`src/rtl/ddcbn_pkg.sv`:
```
// Package: register map, field positions and reset values of the DDC config bank
package ddcbn_pkg;
    // Channel page bases on the 16-bit configuration address space
    localparam logic [15:0] CHAN_A_BASE = 16'h5000;
    localparam logic [15:0] CHAN_B_BASE = 16'h5800;
    // Printed register indices (not multiples of four), byte address = 4x
    localparam logic [7:0] IDX_BAND_COUNT_SELECT = 8'h02;
    localparam logic [7:0] IDX_OUTPUT_FORMAT_SELECT = 8'h05;
    localparam logic [7:0] IDX_INPUT_SOURCE_SELECT = 8'h06;
    localparam logic [7:0] IDX_B1_OSC1_LOW = 8'h07;
    localparam logic [7:0] IDX_B1_OSC1_HIGH = 8'h08;
    localparam logic [7:0] IDX_B1_OSC2_LOW = 8'h09;
    localparam logic [7:0] IDX_B1_OSC2_HIGH = 8'h0a;
    localparam logic [7:0] IDX_B1_OSC3_LOW = 8'h0b;
    localparam logic [7:0] IDX_B1_OSC3_HIGH = 8'h0c;
    // Extra read-only status word holding the assembled mode bits
    localparam logic [7:0] IDX_MODE_STATUS = 8'h20;
    // Byte offset of the channel B page inside the AXI window
    localparam logic [15:0] CHAN_B_AXI_OFS = 16'h0800;
    // Single-bit control field position
    localparam int CTRL_BIT = 0;
    // Reset values
    localparam logic [7:0] RST_BYTE = 8'h00;
    // Word step of every oscillator frequency word is fs / 2^FREQ_BITS
    localparam int FREQ_BITS = 16;
    localparam int NUM_OSC = 3;
    // AXI responses
    localparam logic [1:0] RESP_OKAY = 2'h0;
    localparam logic [1:0] RESP_SLVERR = 2'h2;
endpackage

```
`src/rtl/ddcbn_chan_regs.sv`:
```
// One channel's configuration registers with read-back
`timescale 1ns/1ps
module ddcbn_chan_regs #(
    parameter bit DUAL_BAND_CAPABLE = 1'b1
) (
    input wire logic clk_in,
    input wire logic rst_in,
    input wire logic wr_en_in,
    input wire logic [7:0] wr_idx_in,
    input wire logic [7:0] wr_data_in,
    input wire logic [7:0] rd_idx_in,
    output logic [7:0] rd_data_out,
    output logic rd_hit_out,
    output logic dual_band_out,
    output logic real_out_out,
    output logic cross_out,
    output logic [47:0] words_out
);
    logic dual_q;
    logic real_q;
    logic cross_q;
    logic [7:0] byte_q [0:5];
    logic [7:0] rd_d;
    logic hit_d;

    // Mode bits; dual band sticks at 0 on a single-band variant
    always_ff @(posedge clk_in)
    begin
        if (rst_in)
        begin
            dual_q <= 1'b0;
            real_q <= 1'b0;
            cross_q <= 1'b0;
        end
        else if (wr_en_in)
        begin
            if (wr_idx_in == ddcbn_pkg::IDX_BAND_COUNT_SELECT)
                dual_q <= wr_data_in[ddcbn_pkg::CTRL_BIT] & DUAL_BAND_CAPABLE;
            if (wr_idx_in == ddcbn_pkg::IDX_OUTPUT_FORMAT_SELECT)
                real_q <= wr_data_in[ddcbn_pkg::CTRL_BIT];
            if (wr_idx_in == ddcbn_pkg::IDX_INPUT_SOURCE_SELECT)
                cross_q <= wr_data_in[ddcbn_pkg::CTRL_BIT];
        end
    end

    // Six frequency bytes at consecutive indices, low before high
    genvar g;
    generate
        for (g = 0; g < 6; g++)
        begin : g_byte
            always_ff @(posedge clk_in)
            begin
                if (rst_in)
                    byte_q[g] <= ddcbn_pkg::RST_BYTE;
                else if (wr_en_in && wr_idx_in ==
                         ddcbn_pkg::IDX_B1_OSC1_LOW + 8'(g))
                    byte_q[g] <= wr_data_in;
            end
            assign words_out[g*8 +: 8] = byte_q[g];
        end
    endgenerate

    assign dual_band_out = dual_q;
    assign real_out_out = real_q;
    assign cross_out = cross_q;

    // Read decode; reserved bits read zero
    always_comb
    begin
        rd_d = 8'h00;
        hit_d = 1'b1;
        case (rd_idx_in)
            ddcbn_pkg::IDX_BAND_COUNT_SELECT: rd_d = {7'h00, dual_q};
            ddcbn_pkg::IDX_OUTPUT_FORMAT_SELECT: rd_d = {7'h00, real_q};
            ddcbn_pkg::IDX_INPUT_SOURCE_SELECT: rd_d = {7'h00, cross_q};
            ddcbn_pkg::IDX_B1_OSC1_LOW: rd_d = byte_q[0];
            ddcbn_pkg::IDX_B1_OSC1_HIGH: rd_d = byte_q[1];
            ddcbn_pkg::IDX_B1_OSC2_LOW: rd_d = byte_q[2];
            ddcbn_pkg::IDX_B1_OSC2_HIGH: rd_d = byte_q[3];
            ddcbn_pkg::IDX_B1_OSC3_LOW: rd_d = byte_q[4];
            ddcbn_pkg::IDX_B1_OSC3_HIGH: rd_d = byte_q[5];
            ddcbn_pkg::IDX_MODE_STATUS:
                rd_d = {5'h00, cross_q, real_q, dual_q};
            default: hit_d = 1'b0;
        endcase
    end

    // Registered read data
    always_ff @(posedge clk_in)
    begin
        if (rst_in)
        begin
            rd_data_out <= 8'h00;
            rd_hit_out <= 1'b0;
        end
        else
        begin
            rd_data_out <= rd_d;
            rd_hit_out <= hit_d;
        end
    end
endmodule // ddcbn_chan_regs

```
`src/rtl/ddcbn_route.sv`:
```
// Input routing and power control for the two channel converters
`timescale 1ns/1ps
module ddcbn_route (
    input wire logic clk_in,
    input wire logic rst_in,
    input wire logic cross_a_in,
    input wire logic cross_b_in,
    output logic src_a_out,
    output logic src_b_out,
    output logic pwr_a_out,
    output logic pwr_b_out
);
    logic use_a_d;
    logic use_b_d;

    // Converter is needed if any DDC takes from it
    always_comb
    begin
        use_a_d = (!cross_a_in) | cross_b_in;
        use_b_d = (!cross_b_in) | cross_a_in;
    end

    // Source select: 0 own converter, 1 alternate
    always_ff @(posedge clk_in)
    begin
        if (rst_in)
        begin
            src_a_out <= 1'b0;
            src_b_out <= 1'b0;
            pwr_a_out <= 1'b1;
            pwr_b_out <= 1'b1;
        end
        else
        begin
            src_a_out <= cross_a_in;
            src_b_out <= cross_b_in;
            pwr_a_out <= use_a_d;
            pwr_b_out <= use_b_d;
        end
    end
endmodule // ddcbn_route

```
`src/rtl/ddcbn_top.sv`:
```
// AXI4-Lite register bank for DDC band, format, routing and osc words
//
// Contract
// - Dual-band bit: 0 single band, 1 dual
// - Real-output bit: 1 real at 2x, 0 complex
// - Routing bit: 1 alternate converter, 0 own
// - Both DDCs on one converter, other off
// - Osc1 word from low/high bytes, fs/2^16
// - Osc2 independent 16-bit word, two bytes
// - Osc3 word low byte then high byte
// - Page at 5000h channel A, 5800h B
//
// Register access over AXI4-Lite was decided locally.
`timescale 1ns/1ps
module ddcbn_top #(
    parameter bit DUAL_BAND_CAPABLE = 1'b1
) (
    input wire logic CLOCK_IN,
    input wire logic SYS_RST_IN,
    input wire logic [15:0] S_AXI_AWADDR_IN,
    input wire logic S_AXI_AWVALID_IN,
    output logic S_AXI_AWREADY_OUT,
    input wire logic [31:0] S_AXI_WDATA_IN,
    input wire logic [3:0] S_AXI_WSTRB_IN,
    input wire logic S_AXI_WVALID_IN,
    output logic S_AXI_WREADY_OUT,
    output logic [1:0] S_AXI_BRESP_OUT,
    output logic S_AXI_BVALID_OUT,
    input wire logic S_AXI_BREADY_IN,
    input wire logic [15:0] S_AXI_ARADDR_IN,
    input wire logic S_AXI_ARVALID_IN,
    output logic S_AXI_ARREADY_OUT,
    output logic [31:0] S_AXI_RDATA_OUT,
    output logic [1:0] S_AXI_RRESP_OUT,
    output logic S_AXI_RVALID_OUT,
    input wire logic S_AXI_RREADY_IN,
    output logic CHA_DUAL_BAND_OUT,
    output logic CHB_DUAL_BAND_OUT,
    output logic CHA_REAL_OUT_OUT,
    output logic CHB_REAL_OUT_OUT,
    output logic CHA_SRC_ALT_OUT,
    output logic CHB_SRC_ALT_OUT,
    output logic CHA_CONV_PWR_OUT,
    output logic CHB_CONV_PWR_OUT,
    output logic [47:0] CHA_OSC_WORDS_OUT,
    output logic [47:0] CHB_OSC_WORDS_OUT
);
    typedef enum logic [2:0] {
        RD_IDLE = 3'b001,
        RD_LOOK = 3'b010,
        RD_RESP = 3'b100
    } ddcbn_rd_t;

    // Address decode: page select and register index, used twice
    function automatic logic [8:0] decode(input logic [15:0] a);
        logic [15:0] rel;
        rel = a - ddcbn_pkg::CHAN_A_BASE;
        decode = {rel[11], rel[9:2]};
        if (a[15:12] != ddcbn_pkg::CHAN_A_BASE[15:12] || rel[10]
            || a[1:0] != 2'h0)
            decode = {1'b0, 8'hff};
    endfunction

    logic aw_hold_q;
    logic [15:0] aw_addr_q;
    logic w_hold_q;
    logic [7:0] w_byte_q;
    logic w_lane_q;
    logic bvalid_q;
    logic [1:0] bresp_q;
    logic wr_en_a;
    logic wr_en_b;
    logic [8:0] wr_dec;
    logic [8:0] rd_dec;
    logic [15:0] ar_addr_q;
    ddcbn_rd_t rd_st_q;
    logic [7:0] rd_a;
    logic [7:0] rd_b;
    logic hit_a;
    logic hit_b;
    logic dual_a;
    logic dual_b;
    logic real_a;
    logic real_b;
    logic cross_a;
    logic cross_b;
    logic [47:0] words_a;
    logic [47:0] words_b;

    assign wr_dec = decode(aw_addr_q);
    assign rd_dec = decode(ar_addr_q);

    assign wr_en_a = aw_hold_q && w_hold_q && !bvalid_q && w_lane_q
                     && !wr_dec[8];
    assign wr_en_b = aw_hold_q && w_hold_q && !bvalid_q && w_lane_q
                     && wr_dec[8];

    // Write address channel, taken independent of write data
    always_ff @(posedge CLOCK_IN)
    begin
        if (SYS_RST_IN)
        begin
            aw_hold_q <= 1'b0;
            aw_addr_q <= 16'h0000;
        end
        else if (S_AXI_AWVALID_IN && S_AXI_AWREADY_OUT)
        begin
            aw_hold_q <= 1'b1;
            aw_addr_q <= S_AXI_AWADDR_IN;
        end
        else if (bvalid_q && S_AXI_BREADY_IN)
            aw_hold_q <= 1'b0;
    end

    // Write data channel; only lane 0 carries register bits
    always_ff @(posedge CLOCK_IN)
    begin
        if (SYS_RST_IN)
        begin
            w_hold_q <= 1'b0;
            w_byte_q <= 8'h00;
            w_lane_q <= 1'b0;
        end
        else if (S_AXI_WVALID_IN && S_AXI_WREADY_OUT)
        begin
            w_hold_q <= 1'b1;
            w_byte_q <= S_AXI_WDATA_IN[7:0];
            w_lane_q <= S_AXI_WSTRB_IN[0];
        end
        else if (bvalid_q && S_AXI_BREADY_IN)
            w_hold_q <= 1'b0;
    end

    // Ready while that channel's slot is empty
    always_ff @(posedge CLOCK_IN)
    begin
        if (SYS_RST_IN)
        begin
            S_AXI_AWREADY_OUT <= 1'b0;
            S_AXI_WREADY_OUT <= 1'b0;
        end
        else
        begin
            S_AXI_AWREADY_OUT <= !aw_hold_q
                && !(S_AXI_AWVALID_IN && S_AXI_AWREADY_OUT)
                || (bvalid_q && S_AXI_BREADY_IN);
            S_AXI_WREADY_OUT <= !w_hold_q
                && !(S_AXI_WVALID_IN && S_AXI_WREADY_OUT)
                || (bvalid_q && S_AXI_BREADY_IN);
        end
    end

    // Write response once both halves are held
    always_ff @(posedge CLOCK_IN)
    begin
        if (SYS_RST_IN)
        begin
            bvalid_q <= 1'b0;
            bresp_q <= ddcbn_pkg::RESP_OKAY;
        end
        else if (aw_hold_q && w_hold_q && !bvalid_q)
        begin
            bvalid_q <= 1'b1;
            // Status word is read-only, so it errors as unmapped
            bresp_q <= (wr_dec[7:0] >= ddcbn_pkg::IDX_BAND_COUNT_SELECT
                && wr_dec[7:0] <= ddcbn_pkg::IDX_B1_OSC3_HIGH
                && wr_dec[7:0] != 8'h03 && wr_dec[7:0] != 8'h04)
                ? ddcbn_pkg::RESP_OKAY : ddcbn_pkg::RESP_SLVERR;
        end
        else if (bvalid_q && S_AXI_BREADY_IN)
            bvalid_q <= 1'b0;
    end
    assign S_AXI_BVALID_OUT = bvalid_q;
    assign S_AXI_BRESP_OUT = bresp_q;

    // Read sequencer: take address, wait for registered data, answer
    always_ff @(posedge CLOCK_IN)
    begin
        if (SYS_RST_IN)
        begin
            rd_st_q <= RD_IDLE;
            ar_addr_q <= 16'h0000;
            S_AXI_ARREADY_OUT <= 1'b0;
            S_AXI_RVALID_OUT <= 1'b0;
            S_AXI_RDATA_OUT <= 32'h0000_0000;
            S_AXI_RRESP_OUT <= ddcbn_pkg::RESP_OKAY;
        end
        else
        begin
            case (rd_st_q)
                RD_IDLE:
                begin
                    S_AXI_ARREADY_OUT <= !S_AXI_ARREADY_OUT;
                    if (S_AXI_ARVALID_IN && S_AXI_ARREADY_OUT)
                    begin
                        ar_addr_q <= S_AXI_ARADDR_IN;
                        S_AXI_ARREADY_OUT <= 1'b0;
                        rd_st_q <= RD_LOOK;
                    end
                end
                RD_LOOK:
                begin
                    // Registered lookup in the channel bank takes a cycle
                    rd_st_q <= RD_RESP;
                end
                RD_RESP:
                begin
                    if (!S_AXI_RVALID_OUT)
                    begin
                        S_AXI_RVALID_OUT <= 1'b1;
                        S_AXI_RDATA_OUT <= {24'h000000,
                            rd_dec[8] ? rd_b : rd_a};
                        S_AXI_RRESP_OUT <= (rd_dec[8] ? hit_b : hit_a)
                            ? ddcbn_pkg::RESP_OKAY
                            : ddcbn_pkg::RESP_SLVERR;
                    end
                    else if (S_AXI_RREADY_IN)
                    begin
                        S_AXI_RVALID_OUT <= 1'b0;
                        rd_st_q <= RD_IDLE;
                    end
                end
                default: rd_st_q <= RD_IDLE;
            endcase
        end
    end

    ddcbn_chan_regs #(
        .DUAL_BAND_CAPABLE(DUAL_BAND_CAPABLE)
    ) u_chan_a (
        .clk_in(CLOCK_IN),
        .rst_in(SYS_RST_IN),
        .wr_en_in(wr_en_a),
        .wr_idx_in(wr_dec[7:0]),
        .wr_data_in(w_byte_q),
        .rd_idx_in(rd_dec[7:0]),
        .rd_data_out(rd_a),
        .rd_hit_out(hit_a),
        .dual_band_out(dual_a),
        .real_out_out(real_a),
        .cross_out(cross_a),
        .words_out(words_a)
    );

    // Channel B bank, same map at the second page
    ddcbn_chan_regs #(
        .DUAL_BAND_CAPABLE(DUAL_BAND_CAPABLE)
    ) u_chan_b (
        .clk_in(CLOCK_IN),
        .rst_in(SYS_RST_IN),
        .wr_en_in(wr_en_b),
        .wr_idx_in(wr_dec[7:0]),
        .wr_data_in(w_byte_q),
        .rd_idx_in(rd_dec[7:0]),
        .rd_data_out(rd_b),
        .rd_hit_out(hit_b),
        .dual_band_out(dual_b),
        .real_out_out(real_b),
        .cross_out(cross_b),
        .words_out(words_b)
    );

    // converter power follows who uses it
    ddcbn_route u_route (
        .clk_in(CLOCK_IN),
        .rst_in(SYS_RST_IN),
        .cross_a_in(cross_a),
        .cross_b_in(cross_b),
        .src_a_out(CHA_SRC_ALT_OUT),
        .src_b_out(CHB_SRC_ALT_OUT),
        .pwr_a_out(CHA_CONV_PWR_OUT),
        .pwr_b_out(CHB_CONV_PWR_OUT)
    );

    // Mode outputs retimed so each leaves from a flop
    always_ff @(posedge CLOCK_IN)
    begin
        if (SYS_RST_IN)
        begin
            CHA_DUAL_BAND_OUT <= 1'b0;
            CHB_DUAL_BAND_OUT <= 1'b0;
            CHA_REAL_OUT_OUT <= 1'b0;
            CHB_REAL_OUT_OUT <= 1'b0;
            CHA_OSC_WORDS_OUT <= 48'h0;
            CHB_OSC_WORDS_OUT <= 48'h0;
        end
        else
        begin
            CHA_DUAL_BAND_OUT <= dual_a;
            CHB_DUAL_BAND_OUT <= dual_b;
            CHA_REAL_OUT_OUT <= real_a;
            CHB_REAL_OUT_OUT <= real_b;
            CHA_OSC_WORDS_OUT <= words_a;
            CHB_OSC_WORDS_OUT <= words_b;
        end
    end
endmodule // ddcbn_top

```
`config.mk`:
```
export PLATFORM = sky130hd
export DESIGN_NAME = ddcbn_top
export DESIGN_NICKNAME = d
export VERILOG_FILES = /design/src/rtl/ddcbn_pkg.sv /design/src/rtl/ddcbn_chan_regs.sv /design/src/rtl/ddcbn_route.sv /design/src/rtl/ddcbn_top.sv
export SDC_FILE = /design/constraint.sdc
export NUM_CORES = 1
export LEC_CHECK = 0
export ABC_AREA = 1
export BUFFER_PORTS_ARGS = -buffer_cell sky130_fd_sc_hd__buf_2
export CAP_MARGIN = 20
export CORE_ASPECT_RATIO = 1.25
export CORE_MARGIN = 2
export CORE_UTILIZATION = 30
export DETAILED_ROUTE_END_ITERATION = 12
export HOLD_SLACK_MARGIN = 0.08
export PLACE_DENSITY = 0.6
export SYNTH_ARGS = -nofsm -noshare
export SYNTH_HDL_FRONTEND = slang
export SYNTH_SLANG_ARGS = --single-unit
```
`constraint.sdc`:
```
create_clock -name CLOCK_IN -period 2.7 [get_ports CLOCK_IN]
set_input_delay 0.135 -clock CLOCK_IN [delete_from_list [all_inputs] [get_ports CLOCK_IN]]
set_output_delay 0.135 -clock CLOCK_IN [all_outputs]
set_load 0.1 [all_outputs]
```
## Yosys cells after proc, flatten, opt, wreduce, memory -nomap -nowiden

Memory sizes are Yosys's and may differ from the RTL's.
Cells that the tools add are included.

- Equal/unequal tests: 29
- Mux-type cells: 69
- Reductions and logical operators: 56
- Bitwise operators: 15
- Magnitude comparators: 2
- Add/subtract/negate cells: 2

Operators by type and width:

| cell | count |
|---|---|
| $pmux W8 S10 | 2 |
| $mux W8 | 13 |
| $eq A8 B4 Y1 const B | 10 |
| $eq A8 B3 Y1 const B | 6 |
| $mux W1 | 46 |
| $logic_and A1 B1 Y1 | 26 |
| $sub A12 B1 Y12 const B | 2 |
| $mux W9 | 2 |
| $eq A8 B2 Y1 const B | 2 |
| $reduce_and A2 Y1 | 8 |
| $or A1 B1 Y1 | 14 |
| $reduce_bool A2 Y1 | 5 |
| $reduce_or A10 Y1 | 1 |
| $logic_not A1 Y1 | 9 |
| $mux W3 | 3 |
| $pmux W3 S3 | 1 |
| $eq A8 B6 Y1 const B | 1 |
| $ge A8 B2 Y1 const B | 1 |
| $le A8 B4 Y1 const B | 1 |
| $ne A4 B3 Y1 const B | 2 |
| $ne A8 B2 Y1 const B | 1 |
| $ne A8 B3 Y1 const B | 1 |
| $logic_or A1 B1 Y1 | 6 |
| $ne A2 B2 Y1 const B | 3 |
| 6 further kinds | 7 |

- Bits of input ports: 75
- Flip-flop bits (word level): 190
- Output and inout port bits: 145
- Memory bits (writable): 96
- Word-level logic and storage cells: 209
- Memories kept: 2

Memory list:

| name | words | width | read ports | clocked after Yosys merged registers in | write ports | line | source |
|---|---|---|---|---|---|---|---|
| u_chan_a.byte_q | 6 | 8 | 6 | 0 | 6 | ddcbn_chan_regs.sv:22 | `logic [7:0] byte_q [0:5];` |
| u_chan_b.byte_q | 6 | 8 | 6 | 0 | 6 | ddcbn_chan_regs.sv:22 |  |

## Logic depth before layout (Yosys ltp)

- Depth after elaboration: 11
- Depth in mapped cells: 12
- Mapped depth without buffers: 11

## Modules after synthesis

Synthesis repeated with hierarchy kept, for this count alone.

- Cell total of the unflattened synthesis: 1295
- Area, all modules: 11380.9 sq um

By module, submodules not included:

| module | times used | cells each | sequential area each (sq um) | area each (sq um) |
|---|---|---|---|---|
| ddcbn_top | 1 | 674 | 3223.1 | 5689.2 |
| ddcbn_chan_regs | 2 | 305 | 1681.6 | 2791.4 |
| ddcbn_route | 1 | 11 | 80.1 | 108.9 |

## Worst setup path before layout

No wires, ideal clock.

- Kind: register to register
- From: register bvalid_q (netlist: S_AXI_BVALID_OUT)
- To: memory u_chan_a.byte_q[2][0] (netlist: u_chan_a.byte_q[1][0]), enable pin
- Path buffers: 1
- Setup time: 0.329 ns
- Required time: 2.371 ns
- Arrival: 1.934 ns
- Stages on the path, launching flop included: 7
- Clock period less this slack: 2.262 ns
- Setup slack: 0.438 ns
- Cells stage by stage: dfxtp_1 > nor2_1 > nand2_1 > a21oi_2 > clkbuf_1 > nand2_1 > nand2_1

RTL lines:

| item | line | source |
|---|---|---|
| start: declaration | ddcbn_top.sv:69 | `logic bvalid_q;` |
| start signal: assignment | ddcbn_top.sv:158 | `bvalid_q <= 1'b0;` |
| start signal: assignment | ddcbn_top.sv:163 | `bvalid_q <= 1'b1;` |
| start signal: assignment | ddcbn_top.sv:171 | `bvalid_q <= 1'b0;` |
| end: declaration | ddcbn_chan_regs.sv:22 |  |

==> flow_summary.json <==
{
  "reg2reg_slack_ps": 490,
  "path_max_fanout": 41,
  "synth_area_per_cell_um2": 8.944,
  "wirelength_um": 29600,
  "fillerInstances": 3518,
  "dr.pass1.iters": 5,
  "crit_end": "aw_addr_q[13]$_SDFFE_PP0P_",
  "layout.area.seq_um2": 6646,
  "cts_made_buffers": 29,
  "place_hpwl_um": 21340,
  "setup_repair_after_global_routing_missed_its_margin": "no",
  "dp_cells": 1785,
  "critical_path_required_ps": 3200,
  "design.die.area_um2": 36860,
  "reg2reg_to": "u_chan_b.rd_data_out[3]$_SDFF_PP0_",
  "num_io_pins": 220,
  "final_cells": 1891,
  "io_buffer_count": 166,
  "layout.nets": 1476,
  "layout_setup_ws_ps": 381.8,
  "placed_area_um2": 11840,
  "tightestPinTransition_ps": 922.9,
  "setup.worst_path.class": "input pin to flop",
  "yosysWarningCount": 0,
  "post-route-period-util_pct": 85.86,
  "diodes_inserted": 0,
  "1st_iter_drt_viols": 688,
  "rr_startpoint": "ar_addr_q[2]$_SDFFE_PP0P_",
  "multi_input_area_um2": 3057,
  "cts_tree": "built",
  "design.core.area_um2": 34610,
  "timing.critical_path.from_type": "input pin",
  "wl_per_instance_um": 15.65,
  "cts.root.buffer_cell": "sky130_fd_sc_hd__clkbuf_16",
  "synth_seq_cells": 284,
  "power_density_nw_per_um2": 741.5,
  "yosys.cell_types.count": 32,
  "highest_layer": "met4",
  "final_design_area_no_fill_um2": 13350,
  "grt_max_degree": 72,
  "die_x_um": 172.1,
  "clk_transition_reported_paths_ps": 60,
  "synth_seq_area_share_pct": 62.71,
  "netlist.area_leader.share_pct": 35.51,
  "grt_pass1_vias": 7890,
  "final_layout_size_suffix_gt1_share_pct": 17.71,
  "cts_num_sinks": 284,
  "worstHoldPathType": "input pin to flop",
  "detailroute.via_count": 8340,
  "syn_inst": 1185,
  "route.detailed.vias_per_inst": 4.410,
  "fmax_mhz": 431.4,
  "cts.htree.levels": 1,
  "chip_height_um": 214.2,
  "relSlewSlack_pct": 38.47,
  "final_core_util_pct": 38.57,
  "synth.cell_area_um2": 10600,
  "min_period_ps": 2318,
  "post_route_skew_ps": 11.17,
  "synth_largest_area_cell": "sky130_fd_sc_hd__dfxtp_1",
  "outcome": "finished, final reports clean",
  "clock_insertion_delay_worst_skew_ps": 560,
  "maxSlewViolCount": 0,
  "finalWeightedCongestion": 0.8945,
  "layout.cells.most_common": "sky130_fd_sc_hd__nor2_1",
  "start_util_pct": 30.62,
  "cts.repair_timing.setup_buffer_count": 0,
  "endpoint_kind": "flop",
  "cap_violations": 0,
  "netlist_top_cells_area": "sky130_fd_sc_hd__dfxtp_1, sky130_fd_sc_hd__edfxtp_1, sky130_fd_sc_hd__nor2_1",
  "hold_violations": 0,
  "met3RoutedLength_um": 2002,
  "met1_layer_wirelength_in_the_final_routing_um": 12100,
  "most-common-layout-cells": "sky130_fd_sc_hd__nor2_1, sky130_fd_sc_hd__dfxtp_1, sky130_fd_sc_hd__buf_2, sky130_fd_sc_hd__inv_1, sky130_fd_sc_hd__nand2_1",
  "worst_ep_arrival_time_ps": 2820,
  "ctsLongestPathBuffers": 3,
  "dp_worst_setup_slack_ps": 520.6,
  "grt_overflow": 0,
  "ff2ff_path_depth": 6,
  "leakagePower_nw": 5.736,
  "crit_start": "SYS_RST_IN",
  "antenna_found_initial": 0,
  "rows": 76,
  "tns_ps": 0,
  "max-vdd-ir-drop_mv": 0.4341,
  "finalSetupViolCount": 0,
  "flow.area_growth_from_synthesis_pct": 25.96,
  "route.met2.wl_um": 14290,
  "globalRouteTotalUtil_pct": 15.86,
  "grt_first_pass_wirelength_um": 44620,
  "drtAntennaViolNets": 0,
  "post-route-drc-count": 0
}
-- kinds of logic after synthesis --
family / after synthesis / synth area share [%]
simple gates: 545 / 21.57
buf+inv: 231 / 9.373
other cells: 1 / 0.03538
flops: 284 / 62.71
compound gates: 124 / 6.316
-- worst min-delay path by stage --
stage | startpoint | to | cells after the start | slack [ps]
final | S_AXI_WVALID_IN | w_byte_q[5]$_SDFFE_PP0P_ | 3 | 200
after global routing | S_AXI_WVALID_IN | w_byte_q[0]$_SDFFE_PP0P_ | 3 | 280
after CTS | S_AXI_WVALID_IN | w_byte_q[3]$_SDFFE_PP0P_ | 3 | 190
after detailed placement | S_AXI_ARADDR_IN[10] | ar_addr_q[10]$_SDFFE_PP0P_ | 3 | 360
after global placement | S_AXI_ARADDR_IN[10] | ar_addr_q[10]$_SDFFE_PP0P_ | 3 | 360
after floorplan | S_AXI_ARADDR_IN[12] | ar_addr_q[12]$_SDFFE_PP0P_ | 2 | 270
-- metrics by stage --
step	total power, W	hold WS [ps]
finish	0.009899	202.4
global route	0.01023	280.8
CTS	0.009977	189.3
detailed placement	0.005831	363.8
global placement	0.005821	358.2
floorplan	0.005628	269.9
-- flip-flops by register name (all words and copies together) (netlist names), 3 cells and up --
name / cells
ar_addr_q: 16
u_chan_a.rd_data_out: 8
CHB_OSC_WORDS_OUT: 48
CHA_OSC_WORDS_OUT: 48
u_chan_a.byte_q: 48
rd_st_q: 3
u_chan_b.byte_q: 48
S_AXI_RDATA_OUT: 8
aw_addr_q: 16
u_chan_b.rd_data_out: 8
w_byte_q: 8
-- metal layers --
layer | up-vias | track usage [%]
li1 | 4143 | -
met4 | 0 | 7.171
met5 | - | 0
met2 | 327 | 26.72
met3 | 58 | 2.252
met1 | 3812 | 20.01
-- repair_timing --
action                                  4_1_cts  5_1_grt
endpoints found under the setup margin        0        0
hold endpoints to repair                     85        0
gates resized for setup                       0        0
hold buffers                                 53        0
-- area by class of cell --
type,count,share of cell area [%]
Clock inverter,11,0.8903
Tap cell,468,4.386
Clock buffer,42,6.485
Sequential cell,284,49.78
Inverter,154,4.330
Timing Repair Buffer,237,11.23
Multi-Input combinational cell,695,22.90
-- critical path: stages --
cell and delay (ps):
sky130_fd_sc_hd__dlygate4sd3_1 540, sky130_fd_sc_hd__buf_4 270, sky130_fd_sc_hd__inv_2 590, sky130_fd_sc_hd__buf_4 410
sky130_fd_sc_hd__o21ai_0 150, sky130_fd_sc_hd__a21oi_1 140, sky130_fd_sc_hd__dlygate4sd3_1 550
-- cells in the mapped netlist --
library cell and number:
sky130_fd_sc_hd__nand2_1 114, sky130_fd_sc_hd__o21a_1 3, sky130_fd_sc_hd__nand4_1 9, sky130_fd_sc_hd__buf_1 2
sky130_fd_sc_hd__nor4_2 1, sky130_fd_sc_hd__or2_2 1, sky130_fd_sc_hd__a21oi_2 1, sky130_fd_sc_hd__o211ai_1 8
sky130_fd_sc_hd__clkinv_1 2, sky130_fd_sc_hd__nor2_4 1, sky130_fd_sc_hd__buf_4 29, sky130_fd_sc_hd__nand3_1 95
sky130_fd_sc_hd__buf_6 1, sky130_fd_sc_hd__o22ai_1 10, sky130_fd_sc_hd__inv_1 151, sky130_fd_sc_hd__nor3_1 5
sky130_fd_sc_hd__inv_2 1, sky130_fd_sc_hd__nand2_2 3, sky130_fd_sc_hd__nor2_1 305, sky130_fd_sc_hd__edfxtp_1 96
sky130_fd_sc_hd__buf_2 8, sky130_fd_sc_hd__nand3_2 4, sky130_fd_sc_hd__nor2_2 5, sky130_fd_sc_hd__nor3_4 1
sky130_fd_sc_hd__nor2_8 1, sky130_fd_sc_hd__o21ai_1 2, sky130_fd_sc_hd__a21oi_1 38, sky130_fd_sc_hd__o21ai_0 60
sky130_fd_sc_hd__a211oi_1 2, sky130_fd_sc_hd__conb_1 1, sky130_fd_sc_hd__clkbuf_1 37, sky130_fd_sc_hd__dfxtp_1 188
-- where the power goes --
part / switching [W] / internal, W
clock: 0.00168 / 0.00242
combinational: 0.000928 / 0.000205
sequential: 0.0000820 / 0.00458
total: 0.00269 / 0.00721
Note: power is estimated with default switching activity, not from simulation.
